==> src/logic/flhr_pkg.sv <==
package flhr_pkg;

  // Register offsets.
  localparam logic [7:0] FLHR_ADDR_LATCH = 8'h15;
  localparam logic [7:0] FLHR_ADDR_OV = 8'h16;
  localparam logic [7:0] FLHR_ADDR_CFG = 8'h17;
  localparam logic [7:0] FLHR_ADDR_IADJ1 = 8'h18;
  localparam logic [7:0] FLHR_ADDR_IADJ2 = 8'h19;
  localparam logic [7:0] FLHR_ADDR_PWML1 = 8'h1a;
  localparam logic [7:0] FLHR_ADDR_PWMH1 = 8'h1b;
  localparam logic [7:0] FLHR_ADDR_PWML2 = 8'h1c;
  localparam logic [7:0] FLHR_ADDR_PWMH2 = 8'h1d;
  localparam logic [7:0] FLHR_ADDR_SWITCH_CURRENT_LIMIT = 8'h1e;
  localparam logic [7:0] FLHR_ADDR_IFT = 8'h1f;
  localparam logic [7:0] FLHR_ADDR_MFT = 8'h20;

  // Reset values.
  localparam logic [7:0] FLHR_RST_LATCH = 8'h00;
  localparam logic [7:0] FLHR_RST_OV = 8'h22;
  localparam logic [7:0] FLHR_RST_CFG = 8'h3c;
  localparam logic [7:0] FLHR_RST_ZERO = 8'h00;
  localparam logic [7:0] FLHR_RST_SWITCH_CURRENT_LIMIT = 8'h0f;
  localparam logic [7:0] FLHR_RST_IFT = 8'h0a;
  localparam logic [7:0] FLHR_RST_MFT = 8'h99;

  // Writable bit masks; everything outside them is reserved.
  localparam logic [7:0] FLHR_MASK_OV = 8'h77;
  localparam logic [7:0] FLHR_MASK_PWMH = 8'h03;
  localparam logic [7:0] FLHR_MASK_IFT = 8'h0f;

  // Field positions (channel one; channel two sits one place higher for latch and config bits, two places higher for the count code).
  localparam int FLHR_LAT_SWITCH_CURRENT_LIMIT = 6;
  localparam int FLHR_LAT_OC = 4;
  localparam int FLHR_LAT_OV = 2;
  localparam int FLHR_LAT_UV = 0;
  localparam int FLHR_CFG_PHASE = 7;
  localparam int FLHR_CFG_INTPWM = 6;
  localparam int FLHR_CFG_MAXD = 4;
  localparam int FLHR_CFG_PDRV = 2;
  localparam int FLHR_CFG_EN = 0;
  localparam int FLHR_SWITCH_CURRENT_LIMIT_CNT_POS = 4;
  localparam int FLHR_OV_STRIDE = 4;
  localparam int FLHR_MFT_STRIDE = 4;

  // Dimming codes at or below this value turn the channel off in backup mode.
  localparam logic [7:0] FLHR_DIMMING_DAC_CODE_OFF_MAX = 8'h08;

  // Lookup tables indexed by the field code.
  localparam logic [5:0] FLHR_SWITCH_CURRENT_LIMIT_THR [4] = '{6'h01, 6'h04, 6'h10, 6'h20};
  localparam logic [7:0] FLHR_SWITCH_CURRENT_LIMIT_MV [4] = '{8'h4b, 8'h64, 8'h96, 8'hfa};
  localparam logic [5:0] FLHR_IFT_MAX [4] = '{6'h04, 6'h08, 6'h10, 6'h20};
  localparam logic [13:0] FLHR_MFT_MAX [16] = '{14'h0000, 14'h03e8, 14'h05dc, 14'h07d0, 14'h09c4, 14'h0bb8,
    14'h0dac, 14'h0fa0, 14'h1388, 14'h1770, 14'h1b58, 14'h1f40, 14'h2710, 14'h2ee0, 14'h36b0, 14'h3fff};
  // Overvoltage threshold scale in thousandths of the feedback reference.
  localparam logic [10:0] FLHR_OV_SCALE [8] = '{11'h3e8, 11'h401, 11'h41a, 11'h433, 11'h44c, 11'h465,
    11'h47e, 11'h4b0};

  typedef struct packed {
    logic [1:0] chan_en;
    logic pwm_antiphase;
    logic pwm_internal;
    logic [1:0] max_duty_en;
    logic [1:0] series_drv_en;
    logic [1:0][7:0] dac_code;
    logic [1:0][9:0] pwm_width;
    logic [1:0][1:0] switch_current_limit_code;
    logic [1:0][1:0] switch_current_limit_cnt_code;
    logic [1:0][1:0] ift_code;
    logic [1:0][3:0] mft_code;
  } flhr_norm_t;

  typedef struct packed {
    logic [1:0] uv;
    logic [1:0] ov;
    logic [1:0] oc;
    logic [1:0] switch_current_limit_evt;
    logic [1:0] mft_fault;
  } flhr_fault_t;

  typedef struct packed {
    logic [1:0] chan_on;
    logic pwm_antiphase;
    logic pwm_internal;
    logic [1:0] max_duty_en;
    logic [1:0] series_drv_en;
    logic [1:0][7:0] dac_code;
    logic [1:0][9:0] pwm_width;
    logic [1:0][7:0] switch_current_limit_mv;
    logic [1:0][10:0] ov_scale;
    logic [1:0] switch_current_limit_timeout;
    logic [1:0] mft_timeout;
  } flhr_out_t;

endpackage

==> src/logic/flhr_regs.sv <==
`timescale 1ns/1ps
`default_nettype none

module flhr_regs (
  input wire logic core_clk,
  input wire logic reset,
  input wire logic reg_wr,
  input wire logic reg_rd,
  input wire logic [7:0] reg_addr,
  input wire logic [7:0] reg_wdata,
  output logic [7:0] reg_rdata_q,
  input wire logic backup_mode_pin,
  input wire logic two_phase_select,
  input wire logic [1:0] chan_clk_tick,
  input wire logic [1:0] chan_en_set,
  input wire flhr_pkg::flhr_norm_t norm,
  input wire flhr_pkg::flhr_fault_t flt,
  output flhr_pkg::flhr_out_t cfg_q
);

  typedef struct packed {
    logic [7:0] latch_sel;
    logic [7:0] ov;
    logic [7:0] lh_cfg;
    logic [7:0] iadj1;
    logic [7:0] iadj2;
    logic [7:0] pwml1;
    logic [7:0] pwmh1;
    logic [7:0] pwml2;
    logic [7:0] pwmh2;
    logic [7:0] switch_current_limit;
    logic [7:0] limit_fault_timer;
    logic [7:0] main_fault_timer;
    logic [7:0] rdata;
    logic [1:0] latched_off;
    logic [1:0][5:0] switch_current_limit_cnt;
    logic [1:0] ift_run;
    flhr_pkg::flhr_out_t out;
  } flhr_state_t;

  flhr_state_t q;
  flhr_state_t d;

  logic tp;
  logic lh;
  logic [1:0] act;
  logic [1:0][7:0] dimming_dac_code_w;
  logic [1:0][9:0] pwm_w;
  logic [1:0][1:0] cnt_code;
  logic [1:0][1:0] ift_code;
  logic [1:0][3:0] mft_code;
  logic [1:0][5:0] ift_lim;
  logic [1:0][13:0] mft_lim;
  logic [1:0][6:0] cnt_inc;
  logic [1:0] switch_current_limit_hit;
  logic [1:0] ift_exp;
  logic [1:0] mft_exp;

  assign tp = two_phase_select;
  assign lh = backup_mode_pin;
  assign dimming_dac_code_w = {q.iadj2, q.iadj1};
  assign pwm_w = {q.pwmh2[1:0], q.pwml2, q.pwmh1[1:0], q.pwml1};
  assign reg_rdata_q = q.rdata;
  assign cfg_q = q.out;

  localparam int FLHR_LAT_SWITCH_CURRENT_LIMIT = flhr_pkg::FLHR_LAT_SWITCH_CURRENT_LIMIT;
  localparam int FLHR_SWITCH_CURRENT_LIMIT_CNT_POS = flhr_pkg::FLHR_SWITCH_CURRENT_LIMIT_CNT_POS;

  // Per-channel event counters and fault timers. Channel two's are held idle in two-phase operation.
  for (genvar k = 0; k < 2; k++) begin : g_ch
    assign act[k] = (k == 0) || !tp;
    assign cnt_code[k] = lh ? q.switch_current_limit[FLHR_SWITCH_CURRENT_LIMIT_CNT_POS + 2 * k +: 2] : norm.switch_current_limit_cnt_code[k];
    assign ift_code[k] = lh ? q.limit_fault_timer[2 * k +: 2] : norm.ift_code[k];
    assign mft_code[k] = lh ? q.main_fault_timer[flhr_pkg::FLHR_MFT_STRIDE * k +: 4] : norm.mft_code[k];
    assign ift_lim[k] = flhr_pkg::FLHR_IFT_MAX[ift_code[k]];
    assign mft_lim[k] = flhr_pkg::FLHR_MFT_MAX[mft_code[k]];
    assign cnt_inc[k] = {1'b0, q.switch_current_limit_cnt[k]} + 7'h01;
    assign switch_current_limit_hit[k] = act[k] && flt.switch_current_limit_evt[k] && cnt_inc[k] >= {1'b0, flhr_pkg::FLHR_SWITCH_CURRENT_LIMIT_THR[cnt_code[k]]};

    flhr_fault_timer #(
      .W(6)
    ) u_limit_timer (
      .core_clk(core_clk),
      .reset(reset),
      .tick(chan_clk_tick[k]),
      .run(q.ift_run[k] && act[k]),
      .limit(ift_lim[k]),
      .expire_q(ift_exp[k])
    );

    flhr_fault_timer #(
      .W(14)
    ) u_main_timer (
      .core_clk(core_clk),
      .reset(reset),
      .tick(chan_clk_tick[k]),
      .run(flt.mft_fault[k] && act[k]),
      .limit(mft_lim[k]),
      .expire_q(mft_exp[k])
    );
  end

  always_comb begin
    d = q;
    // Register writes; reserved positions are masked so they always read back zero.
    if (reg_wr) begin
      case (reg_addr)
        flhr_pkg::FLHR_ADDR_LATCH: d.latch_sel = reg_wdata;
        flhr_pkg::FLHR_ADDR_OV: d.ov = reg_wdata & flhr_pkg::FLHR_MASK_OV;
        flhr_pkg::FLHR_ADDR_CFG: d.lh_cfg = reg_wdata;
        flhr_pkg::FLHR_ADDR_IADJ1: d.iadj1 = reg_wdata;
        flhr_pkg::FLHR_ADDR_IADJ2: d.iadj2 = reg_wdata;
        flhr_pkg::FLHR_ADDR_PWML1: d.pwml1 = reg_wdata;
        flhr_pkg::FLHR_ADDR_PWMH1: d.pwmh1 = reg_wdata & flhr_pkg::FLHR_MASK_PWMH;
        flhr_pkg::FLHR_ADDR_PWML2: d.pwml2 = reg_wdata;
        flhr_pkg::FLHR_ADDR_PWMH2: d.pwmh2 = reg_wdata & flhr_pkg::FLHR_MASK_PWMH;
        flhr_pkg::FLHR_ADDR_SWITCH_CURRENT_LIMIT: d.switch_current_limit = reg_wdata;
        flhr_pkg::FLHR_ADDR_IFT: d.limit_fault_timer = reg_wdata & flhr_pkg::FLHR_MASK_IFT;
        flhr_pkg::FLHR_ADDR_MFT: d.main_fault_timer = reg_wdata;
        default: d.rdata = q.rdata;
      endcase
    end
    // Read data is captured and held until the next read; unmapped offsets return zero.
    if (reg_rd) begin
      case (reg_addr)
        flhr_pkg::FLHR_ADDR_LATCH: d.rdata = q.latch_sel;
        flhr_pkg::FLHR_ADDR_OV: d.rdata = q.ov;
        flhr_pkg::FLHR_ADDR_CFG: d.rdata = q.lh_cfg;
        flhr_pkg::FLHR_ADDR_IADJ1: d.rdata = q.iadj1;
        flhr_pkg::FLHR_ADDR_IADJ2: d.rdata = q.iadj2;
        flhr_pkg::FLHR_ADDR_PWML1: d.rdata = q.pwml1;
        flhr_pkg::FLHR_ADDR_PWMH1: d.rdata = q.pwmh1;
        flhr_pkg::FLHR_ADDR_PWML2: d.rdata = q.pwml2;
        flhr_pkg::FLHR_ADDR_PWMH2: d.rdata = q.pwmh2;
        flhr_pkg::FLHR_ADDR_SWITCH_CURRENT_LIMIT: d.rdata = q.switch_current_limit;
        flhr_pkg::FLHR_ADDR_IFT: d.rdata = q.limit_fault_timer;
        flhr_pkg::FLHR_ADDR_MFT: d.rdata = q.main_fault_timer;
        default: d.rdata = 8'h00;
      endcase
    end

    // Event counters restart after each threshold crossing.
    for (int k = 0; k < 2; k++) begin
      if (switch_current_limit_hit[k]) begin
        d.switch_current_limit_cnt[k] = 6'h00;
      end else if (act[k] && flt.switch_current_limit_evt[k]) begin
        d.switch_current_limit_cnt[k] = cnt_inc[k][5:0];
      end else if (!act[k]) begin
        d.switch_current_limit_cnt[k] = 6'h00;
      end
      // A non-latched crossing starts the limit timer; a crossing beats a same-cycle expiry.
      if (switch_current_limit_hit[k] && !q.latch_sel[FLHR_LAT_SWITCH_CURRENT_LIMIT + k]) begin
        d.ift_run[k] = 1'b1;
      end else if (ift_exp[k] || !act[k]) begin
        d.ift_run[k] = 1'b0;
      end
    end

    // Output channel c takes its settings from channel s, which is channel one in two-phase operation.
    for (int c = 0; c < 2; c++) begin
      int s;
      s = tp ? 0 : c;
      // The latch set wins over a re-enable arriving in the same cycle.
      if ((flt.uv[s] && q.latch_sel[flhr_pkg::FLHR_LAT_UV + s]) ||
          (flt.ov[s] && q.latch_sel[flhr_pkg::FLHR_LAT_OV + s]) ||
          (flt.oc[s] && q.latch_sel[flhr_pkg::FLHR_LAT_OC + s]) ||
          (switch_current_limit_hit[s] && q.latch_sel[FLHR_LAT_SWITCH_CURRENT_LIMIT + s])) begin
        d.latched_off[c] = 1'b1;
      end else if (chan_en_set[s]) begin
        d.latched_off[c] = 1'b0;
      end
      if (lh) begin
        d.out.chan_on[c] = !q.latched_off[c] && q.lh_cfg[flhr_pkg::FLHR_CFG_EN + s] &&
          dimming_dac_code_w[s] > flhr_pkg::FLHR_DIMMING_DAC_CODE_OFF_MAX;
        d.out.max_duty_en[c] = q.lh_cfg[flhr_pkg::FLHR_CFG_MAXD + s];
        d.out.series_drv_en[c] = q.lh_cfg[flhr_pkg::FLHR_CFG_PDRV + s];
        d.out.dac_code[c] = dimming_dac_code_w[s];
        d.out.pwm_width[c] = pwm_w[s];
        d.out.switch_current_limit_mv[c] = flhr_pkg::FLHR_SWITCH_CURRENT_LIMIT_MV[q.switch_current_limit[2 * s +: 2]];
      end else begin
        d.out.chan_on[c] = !q.latched_off[c] && norm.chan_en[s];
        d.out.max_duty_en[c] = norm.max_duty_en[s];
        d.out.series_drv_en[c] = norm.series_drv_en[s];
        d.out.dac_code[c] = norm.dac_code[s];
        d.out.pwm_width[c] = norm.pwm_width[s];
        d.out.switch_current_limit_mv[c] = flhr_pkg::FLHR_SWITCH_CURRENT_LIMIT_MV[norm.switch_current_limit_code[s]];
      end
      d.out.ov_scale[c] = flhr_pkg::FLHR_OV_SCALE[q.ov[flhr_pkg::FLHR_OV_STRIDE * s +: 3]];
      d.out.switch_current_limit_timeout[c] = ift_exp[s];
      d.out.mft_timeout[c] = mft_exp[s];
    end
    // Zero on the phase bit means the two internal PWM signals run half a period apart.
    d.out.pwm_antiphase = lh ? !q.lh_cfg[flhr_pkg::FLHR_CFG_PHASE] : norm.pwm_antiphase;
    d.out.pwm_internal = lh ? q.lh_cfg[flhr_pkg::FLHR_CFG_INTPWM] : norm.pwm_internal;
  end

  always_ff @(posedge core_clk or posedge reset) begin
    if (reset) begin
      q <= '0;
      q.latch_sel <= flhr_pkg::FLHR_RST_LATCH;
      q.ov <= flhr_pkg::FLHR_RST_OV;
      q.lh_cfg <= flhr_pkg::FLHR_RST_CFG;
      q.iadj1 <= flhr_pkg::FLHR_RST_ZERO;
      q.iadj2 <= flhr_pkg::FLHR_RST_ZERO;
      q.pwml1 <= flhr_pkg::FLHR_RST_ZERO;
      q.pwmh1 <= flhr_pkg::FLHR_RST_ZERO;
      q.pwml2 <= flhr_pkg::FLHR_RST_ZERO;
      q.pwmh2 <= flhr_pkg::FLHR_RST_ZERO;
      q.switch_current_limit <= flhr_pkg::FLHR_RST_SWITCH_CURRENT_LIMIT;
      q.limit_fault_timer <= flhr_pkg::FLHR_RST_IFT;
      q.main_fault_timer <= flhr_pkg::FLHR_RST_MFT;
    end else begin
      q <= d;
    end
  end
endmodule

`default_nettype wire

==> src/logic/flhr_fault_timer.sv <==
`timescale 1ns/1ps
`default_nettype none

// Counts channel clock ticks while run is high and pulses expire_q in the cycle after the tick that reaches limit.
module flhr_fault_timer #(
  parameter int unsigned W = 6
) (
  input wire logic core_clk,
  input wire logic reset,
  input wire logic tick,
  input wire logic run,
  input wire logic [W-1:0] limit,
  output logic expire_q
);

  typedef enum logic [2:0] {
    FLHR_T_IDLE = 3'b001,
    FLHR_T_RUN = 3'b010,
    FLHR_T_DONE = 3'b100
  } flhr_tstate_t;

  typedef struct packed {
    flhr_tstate_t st;
    logic [W-1:0] cnt;
    logic expire;
  } flhr_timer_t;

  flhr_timer_t q;
  flhr_timer_t d;
  logic [W-1:0] cnt_inc;

  assign cnt_inc = q.cnt + W'(1);
  assign expire_q = q.expire;

  always_comb begin
    d = q;
    d.expire = 1'b0;
    case (q.st)
      FLHR_T_IDLE: begin
        d.cnt = '0;
        // A zero limit means the timer is disabled and never starts.
        if (run && limit != '0) begin
          d.st = FLHR_T_RUN;
        end
      end
      FLHR_T_RUN: begin
        if (!run) begin
          d.st = FLHR_T_IDLE;
          d.cnt = '0;
        end else if (tick) begin
          if (cnt_inc == limit) begin
            d.expire = 1'b1;
            d.st = FLHR_T_DONE;
          end else begin
            d.cnt = cnt_inc;
          end
        end
      end
      FLHR_T_DONE: begin
        // Holding here until run drops keeps one fault episode to one expiry.
        if (!run) begin
          d.st = FLHR_T_IDLE;
          d.cnt = '0;
        end
      end
      default: begin
        d.st = FLHR_T_IDLE;
        d.cnt = '0;
      end
    endcase
  end

  always_ff @(posedge core_clk or posedge reset) begin
    if (reset) begin
      q <= '{st: FLHR_T_IDLE, cnt: '0, expire: 1'b0};
    end else begin
      q <= d;
    end
  end
endmodule

`default_nettype wire

==> config.mk <==
export PLATFORM = sky130hd
export DESIGN_NAME = flhr_regs
export DESIGN_NICKNAME = d
export VERILOG_FILES = /design/src/logic/flhr_pkg.sv /design/src/logic/flhr_regs.sv /design/src/logic/flhr_fault_timer.sv
export SDC_FILE = /design/constraint.sdc
export NUM_CORES = 1
export LEC_CHECK = 0
export ABC_CLOCK_PERIOD_IN_PS = 10300
export BUFFER_PORTS_ARGS = -buffer_cell sky130_fd_sc_hd__clkbuf_2
export CAP_MARGIN = 10
export CORE_MARGIN = 3
export CORE_UTILIZATION = 45
export DETAILED_ROUTE_END_ITERATION = 16
export GPL_TIMING_DRIVEN = 1
export MAX_ROUTING_LAYER = met4
export REMOVE_ABC_BUFFERS = 1
export SLEW_MARGIN = 20
export SYNTH_ARGS = -nofsm -noshare
export SYNTH_HDL_FRONTEND = slang
export SYNTH_SLANG_ARGS = --single-unit
==> constraint.sdc <==
create_clock -name core_clk -period 10.3 [get_ports core_clk]
set_input_delay 2.575 -clock core_clk [delete_from_list [all_inputs] [get_ports core_clk]]
set_output_delay 2.575 -clock core_clk [all_outputs]
set_load 0.01 [all_outputs]
Word level (Yosys, flattened, before mapping)
Memory sizes are Yosys's and may differ from the RTL's. A register that Yosys moved wholly into a read port is not among the register bits.
Index checks and enable logic that the tools add are counted.
- register bits: 222
- bits in latches: 0
- RAM bits: 0
- memory bits (read-only): 624
- input bits: 100
- output and inout bits: 94
- logic and storage cells: 376
- memories kept: 4
- memories (memory ; words ; width ; read ports ; clocked after Yosys merged registers in ; wr ports ; RTL line ; text):
    (name not given) ; 16 ; 14 ; 1 ; 0 ; 0 ; flhr_regs.sv:76 ; assign mft_lim[k] = flhr_pkg::FLHR_MFT_MAX[mft_code[k]];
    (name not given) ; 16 ; 14 ; 1 ; 0 ; 0 ; flhr_regs.sv:76 ;
    (name not given) ; 8 ; 11 ; 1 ; 1 ; 0 ; flhr_regs.sv:188 ; d.out.ov_scale[c] = flhr_pkg::FLHR_OV_SCALE[q.ov[flhr_pkg::FLHR_OV_STRIDE * s +: 3]];
    (name not given) ; 8 ; 11 ; 1 ; 1 ; 0 ; flhr_regs.sv:188 ;
- add/sub/neg operators: 9
- $mul: 0
- div/mod/pow operators: 0
- magnitude comparators: 19
- eq/ne operators: 48
- shift operators: 2
- mux-type cells: 170
- bitwise operators: 12
- reductions and logical operators: 68
- operators with widths (operator ; count):
    $mux W8 ; 19
    $pmux W17 S3 ; 2
    $mux W10 ; 10
    $pmux W8 S12 ; 1
    $mux W6 ; 15
    $eq A8 B5 Y1 const B ; 11
    $mux W14 ; 6
    $mux W1 ; 73
    $mux W17 ; 4
    $bmux W8 S2 ; 4
    $pmux W9 S3 ; 2
    $bmux W6 S2 ; 4
    $mux W18 ; 2
    $mux W9 ; 4
    $ne A3 B3 Y1 const B ; 10
    $add A14 B1 Y14 const B ; 2
    $eq A14 B14 Y1 ; 2
    $reduce_bool A14 Y1 ; 2
    $logic_and A1 B1 Y1 ; 25
    $ge A3 B3 Y1 const B ; 8
    $mux W3 ; 8
    $not A2 Y3 ; 8
    $reduce_and A2 Y1 ; 12
    $bmux W1 S3 ; 7
    other kinds (32) ; 87

Logic depth before layout (Yosys ltp)
Gate-level depths: netlist of run 1.
- depth in word-level cells: 13
- depth in mapped cells: 19
- depth with buffers taken out: 12

Hierarchy
A second synthesis of run 1 with hierarchy kept.
- cell total of the unflattened synthesis: 1478
- area total of the unflattened synthesis: 14883.0 sq um
- by module, submodules not included (module ; instances ; cells an instance ; area an instance (sq um) ; sequential area each (sq um)):
    flhr_regs ; 1 ; 926 ; 10201.0 ; 4624.4
    flhr_fault_timer (g_ch[0].u_main_timer ...) ; 2 ; 181 ; 1539.0 ; 451.7
    flhr_fault_timer (g_ch[0].u_limit_timer ...) ; 2 ; 95 ; 802.0 ; 251.5

Worst setup path after synthesis of run 1
Ideal clock, no wire load.
- path type: input -> register
- from: in backup_mode_pin
- to: reg q[96] (netlist bit)
- setup time: 83 ps
- arrival time: 6123 ps
- data required time: 10217 ps
- slack: 4094 ps
- cell stages on the path: 19
- path buffers: 7
- cell sequence: buf_6 > buf_8 > buf_6 > buf_6 > buf_6 > clkbuf_1 > clkbuf_1 > nor3_1 > a31o_2 > ha_1 > or3b_2 > a21oi_1 > a21boi_0 > o21ai_0 > nand3b_1 > or3b_2 > nor2_1 > o21ai_0 > o21ai_0
- word-level cells in the longest chain between the ends: 8
- elaborated cells on any way between the ends: 9
- those cells by class: order compare (1); mux (5); bitwise (1); reduce/logical (2)
- ends and longest elaborated chain (item ; RTL line ; text):
    start: declaration ; flhr_regs.sv:12 ; input wire logic backup_mode_pin,
    $mux W2 * ; flhr_regs.sv:72 ; assign cnt_code[k] = lh ? q.switch_current_limit[FLHR_SWITCH_CURRENT_LIMIT_CNT_POS + 2 * k +: 2] : norm.switch ...
    $not A2 Y3 (implied by the code) * ; flhr_regs.sv:78 ; assign switch_current_limit_hit[k] = act[k] && flt.switch_current_limit_evt[k] && cnt_inc[k] >= {1'b0, flhr_pk ...
    $bmux W6 S2 * ; flhr_regs.sv:78 ;
    $mux W6 (implied by the code) * (2 in series) ; flhr_regs.sv:78 ;
    $ge A7 B6 Y1 * ; flhr_regs.sv:78 ;
    $logic_and A1 B1 Y1 * ; flhr_regs.sv:78 ;
    $reduce_bool A3 Y1 (no line) or $mux W6 (tied branches) ; -- ;
    end: declaration ; flhr_regs.sv:41 ; flhr_state_t q;
Every way passes the cells marked *; elsewhere a longest branch is shown, timed or not. The select of a mux whose other input is x is not followed.
A chain may end at the register's enable or synchronous reset.

Worst setup path after layout of run 1
- from: in backup_mode_pin
- to: reg g_ch[0].u_main_timer.q[5] (netlist bit)
- word-level cells in the longest chain between the ends: 8
- ends and longest elaborated chain (item ; RTL line ; text):
    $mux W4 ; flhr_regs.sv:74 ; assign mft_code[k] = lh ? q.main_fault_timer[flhr_pkg::FLHR_MFT_STRIDE * k +: 4] : norm.mft_code[k];
    $not A4 Y5 (implied by the code) ; flhr_regs.sv:76 ;
    $mem_v2 Z16 W14 ; -- ;
    $mux W14 (implied by the code) (2 in series) ; flhr_regs.sv:76 ;
    $eq A14 B14 Y1 ; flhr_fault_timer.sv:51 ; if (cnt_inc == limit) begin
    $ne A3 B3 Y1 (no line) ; -- ;
    $reduce_and A3 Y1 (no line) ; -- ;
    end signal: assignment ; flhr_fault_timer.sv:75 ; q <= '{st: FLHR_T_IDLE, cnt: '0, expire: 1'b0};
    end: declaration ; flhr_fault_timer.sv:28 ; flhr_timer_t q;
No other way between the ends. The select of a mux whose other input is x is not followed.

==> results of run 1 <==
## flip-flops by register name, indices dropped and copies added (netlist names)
| register | flops |
|---|---|
| pwm_w | 20 |
| reg_rdata_q | 8 |
| g_ch.u_main_timer.expire_q | 2 |
| g_ch.u_limit_timer.expire_q | 2 |
| cfg_q | 82 |
| dimming_dac_code_w | 16 |
| q | 58 |
| g_ch.u_limit_timer.q | 18 |
| g_ch.u_main_timer.q | 34 |
## report_power, final
group | switching (mW) | total, mW | internal (mW)
clock | 0.397 | 0.958 | 0.561
combinational | 0.192 | 0.331 | 0.139
sequential | 0.0505 | 1.05 | 1.00
total | 0.639 | 2.34 | 1.70
## kinds of logic after synthesis
| logic type | synth area share, % |
|---|---|
| mux | 15.0 |
| compound gates | 12.5 |
| xor+xnor | 3.49 |
| fa+ha+maj | 4.44 |
| simple gates | 14.3 |
| buf+inv | 8.23 |
| flops | 42.0 |
## cells in the mapped netlist, types with 11 or more instances
cell	number
nor3_1	29
a22oi_1	12
nor2_1	73
clkbuf_1	34
o21ai_0	66
nand2_1	100
nand4_1	11
xor2_1	25
mux2_2	126
nand3_1	60
buf_4	96
ha_1	51
xnor2_1	27
dfstp_2	20
inv_1	51
nand2b_1	23
nor2b_1	17
dfrtp_1	220
a31oi_1	18
a21oi_1	40
mux2i_1	58
and3_1	13
## final timing paths
| kind | start | cells after the start | end | slack [ps] |
|---|---|---|---|---|
| setup / recovery | backup_mode_pin | 14 | g_ch[0].u_main_timer.q[5] | 4020 |
| hold / removal | g_ch[0].u_main_timer.expire_q | 0 | cfg_q[0] | 390 |
| setup reg to reg | q[110] | 12 | g_ch[0].u_main_timer.q[5] | 6700 |
| hold reg to reg | g_ch[0].u_main_timer.expire_q | 0 | cfg_q[0] | 390 |
| max in group asynchronous | reset | 3 | cfg_q[3] | 6640 |
| min in group asynchronous | reset | 2 | cfg_q[17] | 2120 |
## cells in the final DEF, fill, tap and decap left out, drive strengths merged, types with 17 or more instances in the layout
| cell type | Yosys | layout |
|---|---|---|
| xnor2 | 27 | 27 |
| nor2b | 17 | 17 |
| nor3 | 29 | 29 |
| a21oi | 40 | 40 |
| mux2i | 62 | 62 |
| nor2 | 74 | 74 |
| nand2b | 23 | 23 |
| nand3 | 60 | 60 |
| mux2 | 128 | 128 |
| dfstp | 20 | 20 |
| o21ai | 79 | 79 |
| inv | 53 | 53 |
| nand2 | 101 | 101 |
| dfrtp | 220 | 220 |
| xor2 | 25 | 25 |
| a31oi | 18 | 18 |
| ha | 51 | 51 |
| clkbuf | 34 | 238 |
## stage by stage
step           worst slack, ps  std cells  total power, mW
2_1_floorplan             1170       1248             1.26
5_1_grt                   3690       1895             2.45
6_report                  4020       1895             2.34
4_1_cts                   4080       1895             2.37
3_5_place_dp              3510       1843             1.40
3_3_place_gp              3730       1843             1.40
## routing by layer
layer	wire length, um	up-vias	global-route usage [%]
met3	1820	56	2.72
met5	0	-	-
li1	-	5099	-
met4	864	0	5.61
met2	16700	268	33.7
met1	16900	5202	30.3
## worst max-delay path: cells and delay by family
kind                     cells  cell delay (ps)
adder cells (fa/ha/maj)      1              330
buffers and inverters        3             1100
XOR/XNOR                     1              170
AO/OA/AOI/OAI                6             1420
AND/OR/NAND/NOR              2              400
multiplexers                 1              650
## final cells by class
class | instances | share of cell area [%]
multi-input combinational | 955 | 45.3
sequential | 240 | 38.2
timing repair buffer | 199 | 6.41
clock buffer | 46 | 5.11
tap | 396 | 3.14
inverter | 53 | 1.31
clock inverter | 6 | 0.538
==> flow_summary_export.csv, run 1 <==
group,metric,value,unit
routing,avgRoutedWirePerCell,19.1,um
worst_setup_path,cpPeakStageDelay,650,ps
timing,period_share,61.0,%
yosys,syn_avg_cell_area,10.3,um^2
timing,report.final.slew_viol_count,0,
clock_tree,cts_tree,"yes",
layout,regArea,0.00603,mm^2
global_route,overflow,0,
floorplanning,die-area,0.0341,mm^2
worst_setup_path,cp_cell_sequence,"buf_4 -> buf_4 -> mux2i_1 -> inv_1 -> ha_1 -> and2_1 -> o21ai_0 -> a31oi_1 -> xor2_1 -> nor3_1 -> o2111ai_2 -> o21ai_2 -> o21ai_0 -> o31ai_1",
layout,nNetsFinal,1628,
layout,final_util,51.0,%
placement,gp_congestion,0.907,
min_path,worstHoldPathType,"reg2reg",
timing,hold_viol,0,
worst_setup_path,worst-setup-path-type,"in2reg",
floorplanning,coreArea,0.0310,mm^2
floorplanning,initial_core_util,46.4,%
placement,place_hpwl,26500,um
yosys,synthFlopType,"dfrtp_1",
yosys,yosysWarnings,0,
yosys,yosysTopAreaCellShare,38.3,%
floorplanning,row_count,64,
routing,routed-via-count,10600,
yosys,yosysSeqAreaShare,42.0,%
worst_setup_path,critPathRequiredTime,10740,ps
pwr,p_leak,7.33,nW
global_route,antenna_found_initial,0,
timing,slew_headroom,31.9,%
yosys,synth_area_leaders,"dfrtp_1, mux2_2, buf_4",
timing,fmax,159,MHz
global_route,grt_max_degree,112,
run,maxCapViolations,0,
yosys,synth_area_leader_cell,"dfrtp_1",
layout,fill_cells,2823,
clock_tree,clk_latency,570,ps
yosys,synth.cell_area,0.0144,mm^2
clock_tree,postCtsHoldBufs,0,
worst_setup_path,critPathArrivalTime,6720,ps
yosys,synth_edf_count,0,
worst_setup_path,cp-end-kind,"flip-flop",
routing,first_pass_iters,6,
placement,place_area,0.0149,mm^2
clock_tree,cts_buffers,28,
global_route,grt_use_total,21.7,%
clock_tree,post_cts_resized,0,
routing,drc,0,
yosys,synth_cells,1399,
run_status,status,"completed",
timing,tns,0,ps
global_route,grt_pass1_vias,10400,
floorplanning,ioPinCount,194,
clock_tree,clockBufferDepth,3,
timing,setup_violations,0,
layout,layout-drive-gt1-share,28.3,%
worst_setup_path,path_max_fanout,48,
pwr,power.density,148,mW/mm^2
yosys,synth.distinct_cells,93,
clock_tree,clock_sinks,240,
layout,fin_area,0.0158,mm^2
timing,hold_ws,389,ps
placement,port_buffers,193,
routing,vias_per_cell,5.61,
routing,totalWireLength,36300,um
routing,ant_nets,0,
timing,worst_slew_pin_slew,1020,ps
timing,rsz0062_at_grt,"false",
global_route,grt_pass1_wl,57700,um
clock_tree,root_buffer,"clkbuf_16",
layout,multi_input_area,0.00716,mm^2
timing,finClkSkew,35.6,ps
layout,diodes,0,
floorplanning,die_w,185,um
clock_tree,post_cts_buffers,0,
timing,period_needed,6280,ps
clock_tree,cts-htree-levels,1,
worst_setup_path,critical-path-slowest-cell,"mux2i_1",
worst_setup_path,startpoint_type,"input pin",
floorplanning,die_y,185,um
routing,drtIter0Drc,802,
yosys,synth-seq-cells,240,
clock_tree,clkTransAtPathRegs,60,ps
pwr,ir_drop,0.146,mV
layout,syn2layout_area_growth,9.99,%
yosys,postSynth.asyncResetShare,100,%
Note: power is estimated with default switching activity, not from simulation.
==> run 2, diff against run 1 <==
--- a/config.mk
+++ b/config.mk
@@ -5,7 +5,7 @@
 export SDC_FILE = /design/constraint.sdc
 export NUM_CORES = 1
 export LEC_CHECK = 0
-export ABC_CLOCK_PERIOD_IN_PS = 10300
+export ABC_CLOCK_PERIOD_IN_PS = 6000
 export BUFFER_PORTS_ARGS = -buffer_cell sky130_fd_sc_hd__clkbuf_2
 export CAP_MARGIN = 10
 export CORE_MARGIN = 3
==> constraint.sdc (replaced) <==
create_clock -name core_clk -period 6 [get_ports core_clk]
set_input_delay 1.5 -clock core_clk [delete_from_list [all_inputs] [get_ports core_clk]]
set_output_delay 1.5 -clock core_clk [all_outputs]
set_load 0.01 [all_outputs]
==> flow_summary_export.csv, run 2 (synthesis gave the netlist of run 1 again) <==
group,metric,value,unit
clock_tree,clock_sinks,240,
floorplanning,die_w,185,um
timing,report.final.slew_viol_count,0,
clock_tree,cts_buffers,27,
clock_tree,clkTransAtPathRegs,60,ps
timing,worst_slew_pin_slew,1110,ps
placement,gp_congestion,0.890,
global_route,grt_pass1_wl,56800,um
worst_setup_path,rrSetupSlack,2460,ps
worst_setup_path,startpoint_type,"input pin",
clock_tree,post_cts_resized,0,
worst_setup_path,path_max_fanout,51,
timing,period_needed,4710,ps
pwr,p_leak,7.35,nW
clock_tree,clockBufferDepth,3,
routing,routed-via-count,10700,
layout,layout-drive-gt1-share,28.5,%
timing,rsz0062_at_grt,"false",
layout,final_util,51.0,%
clock_tree,cts_tree,"yes",
clock_tree,post_cts_buffers,0,
timing,fin_ws,1290,ps
timing,finClkSkew,19.3,ps
routing,first_pass_iters,5,
pwr,ir_drop,0.215,mV
routing,vias_per_cell,5.62,
placement,place_hpwl,26600,um
clock_tree,clk_latency,560,ps
routing,avgRoutedWirePerCell,19.1,um
worst_setup_path,critical-path-slowest-cell,"mux2i_1",
placement,port_buffers,193,
routing,ant_nets,0,
timing,setup_violations,0,
global_route,antenna_found_initial,1,
pwr,internal-power,2.95,mW
floorplanning,die_y,185,um
run,maxCapViolations,0,
layout,final_common_cell,"dfrtp_1",
worst_setup_path,cpPeakStageDelay,640,ps
global_route,overflow,0,
worst_setup_path,worst-setup-path-type,"in2reg",
timing,period_share,78.5,%
layout,final_cell_mix,"dfrtp_1, clkbuf_2, mux2_2",
floorplanning,coreArea,0.0310,mm^2
pwr,p_sw,1.09,mW
worst_setup_path,path_common_cell,"o21ai_0",
worst_setup_path,critPathArrivalTime,5160,ps
global_route,grt_max_degree,147,
global_route,grt_pass1_vias,10200,
layout,largest_register_ffs,82,
floorplanning,ioPinCount,194,
worst_setup_path,cp_cell_sequence,"buf_4 -> mux2i_1 -> inv_1 -> ha_1 -> and2_1 -> o21ai_0 -> a31oi_1 -> xor2_1 -> nor3_1 -> o2111ai_2 -> o21ai_2 -> o21ai_0 -> o31ai_1",
clock_tree,postCtsHoldBufs,0,
pwr,seq_power_share,44.8,%
floorplanning,initial_core_util,46.4,%
routing,drc,0,
run_status,status,"completed",
clock_tree,root_buffer,"clkbuf_16",
pwr,comb_power_share,14.1,%
global_route,grt_use_total,21.4,%
worst_setup_path,critPathRequiredTime,6450,ps
timing,fmax,212,MHz
pwr,power.density,255,mW/mm^2
pwr,pwr-share-clk,41.2,%
clock_tree,cts-htree-levels,1,
routing,drtIter0Drc,751,
timing,slew_headroom,25.8,%
routing,totalWireLength,36200,um
floorplanning,row_count,64,
pwr,netSwitchingFraction,27.0,%
min_path,worstHoldPathType,"reg2reg",
timing,hold_viol,0,
placement,dp_slack,715,ps
layout,nNetsFinal,1627,
layout,syn2layout_area_growth,10.1,%
floorplanning,die-area,0.0341,mm^2
worst_setup_path,cp-end-kind,"flip-flop",
## run 2: changes by cell type in the layout (fill, tap and decap cells not counted), sizes merged
| cell | change |
|---|---|
| clkbuf | -1 |
| clkinv | +1 |
| clkinvlp | -2 |
| diode | +1 |
## run 2: routing by layer
layer	vias up	global-route usage, %	wire length [um]
met2	283	33.5	16500
met4	0	5.13	809
met5	-	-	0
met3	55	3.12	1980
met1	5199	29.7	16900
li1	5114	-	-
## run 2: worst paths after layout
| path | start | to | depth (start not counted) |
|---|---|---|---|
| worst max register to register | q[110] | g_ch[0].u_main_timer.q[7] | 12 |
| worst max-delay path | backup_mode_pin | g_ch[0].u_main_timer.q[7] | 13 |
| max in group asynchronous | reset | g_ch[1].u_limit_timer.q[4] | 3 |
| worst min-delay path | g_ch[0].u_main_timer.expire_q | cfg_q[0] | 0 |
| min in group asynchronous | reset | cfg_q[9] | 2 |
| worst min register to register | g_ch[0].u_main_timer.expire_q | cfg_q[0] | 0 |
## run 2: final cells by class
class / count / area (um^2)
Multi-Input combinational cell: 955 / 7150
Clock inverter: 5 / 65.1
Tap cell: 396 / 495
Clock buffer: 45 / 833
Antenna cell: 1 / 2.50
Timing Repair Buffer: 199 / 1030
Inverter: 53 / 211
Fill cell: 2868 / 15200
Sequential cell: 240 / 6030
## run 2: worst max-delay path: cells and delay by family
family	cells	cell delay, ps
AO/OA/AOI/OAI	6	1370
multiplexers	1	640
adder cells (fa/ha/maj)	1	320
XOR/XNOR	1	170
AND/OR/NAND/NOR	2	410
buffers and inverters	2	690
## run 2: power by group through the flow
stage	Clock, mW	Combinational [mW]	Sequential (mW)
after floorplan	0	0.333	1.83
after global placement	0	0.563	1.83
after detailed placement	0	0.570	1.84
after CTS	1.70	0.573	1.81
after global routing	1.78	0.634	1.82
final	1.66	0.568	1.81
## run 2: through the flow
stage               setup TNS (ps)  cell area, um^2  std cells  total power, mW  hold WS (ps)
floorplan                  -456090            13400       1248             2.16           349
global placement                 0            14900       1843             2.40           384
detailed placement               0            14900       1843             2.41           374
CTS                              0            15800       1893             4.09           400
global route                     0            15800       1894             4.23           418
finish                           0            15800       1894             4.04           398
==> run 3, diff against run 2 <==
--- a/config.mk
+++ b/config.mk
@@ -5,7 +5,8 @@
 export SDC_FILE = /design/constraint.sdc
 export NUM_CORES = 1
 export LEC_CHECK = 0
-export ABC_CLOCK_PERIOD_IN_PS = 6000
+export ABC_AREA = 1
+export ABC_CLOCK_PERIOD_IN_PS = 4500
 export BUFFER_PORTS_ARGS = -buffer_cell sky130_fd_sc_hd__clkbuf_2
 export CAP_MARGIN = 10
 export CORE_MARGIN = 3
==> constraint.sdc (replaced) <==
create_clock -name core_clk -period 4.5 [get_ports core_clk]
set_input_delay 1.125 -clock core_clk [delete_from_list [all_inputs] [get_ports core_clk]]
set_output_delay 1.125 -clock core_clk [all_outputs]
set_load 0.01 [all_outputs]
==> flow_summary_export.csv, run 3 <==
group,metric,value,unit
run_status,status,"completed",
layout,fill_cells,3041,
pwr,p_leak,8.06,nW
clock_tree,post_cts_buffers,0,
routing,wl_met2,17700,um
floorplanning,coreArea,0.0311,mm^2
routing,met1Wirelength,18500,um
yosys,synth.cell_area,0.0144,mm^2
floorplanning,die-area,0.0342,mm^2
pwr,p_sw,1.62,mW
timing,fmax,299,MHz
layout,layout-drive-gt1-share,16.6,%
timing,rsz0062_at_grt,"false",
pwr,power.density,360,mW/mm^2
clock_tree,clk_latency,540,ps
worst_setup_path,cp-end-kind,"flip-flop",
layout,syn2layout_area_growth,10.9,%
routing,vias_per_cell,5.19,
routing,first_pass_iters,5,
pwr,ir_drop,0.337,mV
yosys,synthFlopType,"dfrtp_1",
yosys,synth_area_leaders,"dfrtp_1, nand2_1, o21ai_0",
layout,multi_input_area,0.00663,mm^2
routing,ant_nets,0,
routing,routed-via-count,12500,
pwr,comb_power_share,15.4,%
pwr,pwr-share-clk,42.1,%
worst_setup_path,critPathRequiredTime,4970,ps
yosys,synth_area_leader_cell,"dfrtp_1",
routing,totalWireLength,39500,um
clock_tree,postCtsHoldBufs,0,
floorplanning,initial_core_util,46.3,%
worst_setup_path,critPathArrivalTime,3820,ps
clock_tree,clkTransAtPathRegs,60,ps
timing,tns,0,ps
timing,period_needed,3350,ps
pwr,seq_power_share,42.5,%
clock_tree,clockBufferDepth,3,
clock_tree,root_buffer,"clkbuf_16",
global_route,overflow,0,
yosys,synth_common_cells,"nand2_1, dfrtp_1, o21ai_0",
floorplanning,ioPinCount,194,
clock_tree,cts-htree-levels,1,
timing,report.final.slew_viol_count,0,
timing,slew_headroom,39.7,%
layout,nNetsFinal,2143,
layout,final_common_cell,"nand2_1",
routing,drtIter0Drc,900,
layout,fin_cells,2411,
yosys,synth-seq-cells,240,
clock_tree,cts_buffers,29,
placement,place_area,0.0150,mm^2
placement,post-place-cells,2357,
placement,dp_slack,632,ps
placement,gp_congestion,0.925,
yosys,synth_edf_count,0,
yosys,postSynth.asyncResetShare,100,%
routing,drc,0,
floorplanning,die_w,185,um
global_route,grt_pass1_wl,63600,um
timing,period_share,74.4,%
layout,final_cell_mix,"nand2_1, dfrtp_1, o21ai_0",
yosys,syn_avg_cell_area,7.56,um^2
routing,wl_met3,2340,um
clock_tree,cts_tree,"yes",
global_route,antenna_found_initial,1,
yosys,synth_cells,1903,
placement,place_hpwl,29400,um
layout,fin_area,0.0160,mm^2
yosys,yosysTopAreaCellShare,38.3,%
clock_tree,post_cts_resized,0,
worst_setup_path,worst-setup-path-type,"in2reg",
routing,routed.top_layer,"met4",
placement,port_buffers,193,
pwr,netSwitchingFraction,28.2,%
timing,setup_violations,0,
yosys,yosysSeqAreaShare,41.9,%
layout,regArea,0.00603,mm^2
global_route,grt_max_degree,112,
min_path,worstHoldPathType,"reg2reg",
timing,worst_slew_pin_slew,905,ps
clock_tree,clock_sinks,240,
routing,avgRoutedWirePerCell,16.4,um
worst_setup_path,startpoint_type,"input pin",
timing,hold_viol,0,
worst_setup_path,path_max_fanout,22,
run,maxCapViolations,0,
floorplanning,die_y,185,um
timing,finClkSkew,12.2,ps
floorplanning,row_count,64,
pwr,internal-power,4.12,mW
timing,fin_ws,1150,ps
yosys,yosysWarnings,0,
layout,largest_register_ffs,82,
global_route,grt_use_total,23.7,%
yosys,synth.most_common_cell,"nand2_1",
global_route,grt_pass1_vias,12100,
yosys,synth.distinct_cells,53,
==> run 3: critical path, stage by stage <==
cell,delay (ps)
buf_4,220
buf_4,330
nand2_1,130
nand2_2,160
inv_1,140
ha_1,320
inv_1,50
nand2_1,80
nand3_2,80
nand2_1,120
nand2_1,60
nand2_1,60
nand3_1,100
nor2_2,190
nand4_4,260
nand2_4,250
nand2_1,70
nand2_1,60
==> run 3: logic make-up (layout without fill, tap and decap cells) <==
kind of cell	count (synthesis)	count (layout)	share of synthesized area, %
adder cells (fa/ha/maj)	51	51	4.44
multiplexers	8	8	0.557
AND/OR/NAND/NOR	939	939	28.5
buffers and inverters	344	455	12.0
flip-flops	240	240	41.9
other	0	1	0
AO/OA/AOI/OAI	298	298	11.2
XOR/XNOR	23	23	1.40
==> run 3: final cells by class <==
class	count	area share, %
diodes	1	0.0157
clock inverters	12	1.04
clock buffers	41	5.14
multi-input cells	1319	41.5
inverters	196	4.67
well taps	396	3.11
repair buffers	206	6.68
flip-flops and latches	240	37.8
==> run 3: per-layer routing <==
metal  global-route usage [%]  vias up
li1                         -     6237
met1                     32.8     5858
met2                     37.6      352
met3                     2.79       61
met4                     5.70        0
met5                        -        -
==> run 3: final timing paths <==
kind                                                from                          to  slack [ps]  cells after the start
min                        g_ch[0].u_main_timer.expire_q                    cfg_q[0]         400                      0
min reg2reg                g_ch[0].u_main_timer.expire_q                    cfg_q[0]         400                      0
max reg2reg                    g_ch[1].u_main_timer.q[1]  g_ch[1].u_main_timer.q[13]        1760                     13
max                                      backup_mode_pin  g_ch[1].u_main_timer.q[13]        1150                     18
min in group asynchronous                          reset   g_ch[1].u_main_timer.q[7]         710                      2
max in group asynchronous                          reset  g_ch[1].u_main_timer.q[15]        2740                      3
==> run 3: stage by stage <==
stage	hold slack (ps)	utilization, %	power, mW
2_1_floorplan	354	-	3.03
3_3_place_gp	381	48.2	3.34
3_5_place_dp	385	48.2	3.36
4_1_cts	398	51.3	5.79
5_1_grt	405	51.3	6.02
6_report	398	51.3	5.74
==> run 3: power groups by stage <==
stage | clock network (mW) | registers [mW] | logic [mW]
finish | 2.42 | 2.44 | 0.884
floorplan | 0 | 2.47 | 0.551
CTS | 2.47 | 2.44 | 0.891
global route | 2.55 | 2.45 | 1.02
detailed placement | 0 | 2.47 | 0.884
global placement | 0 | 2.47 | 0.869
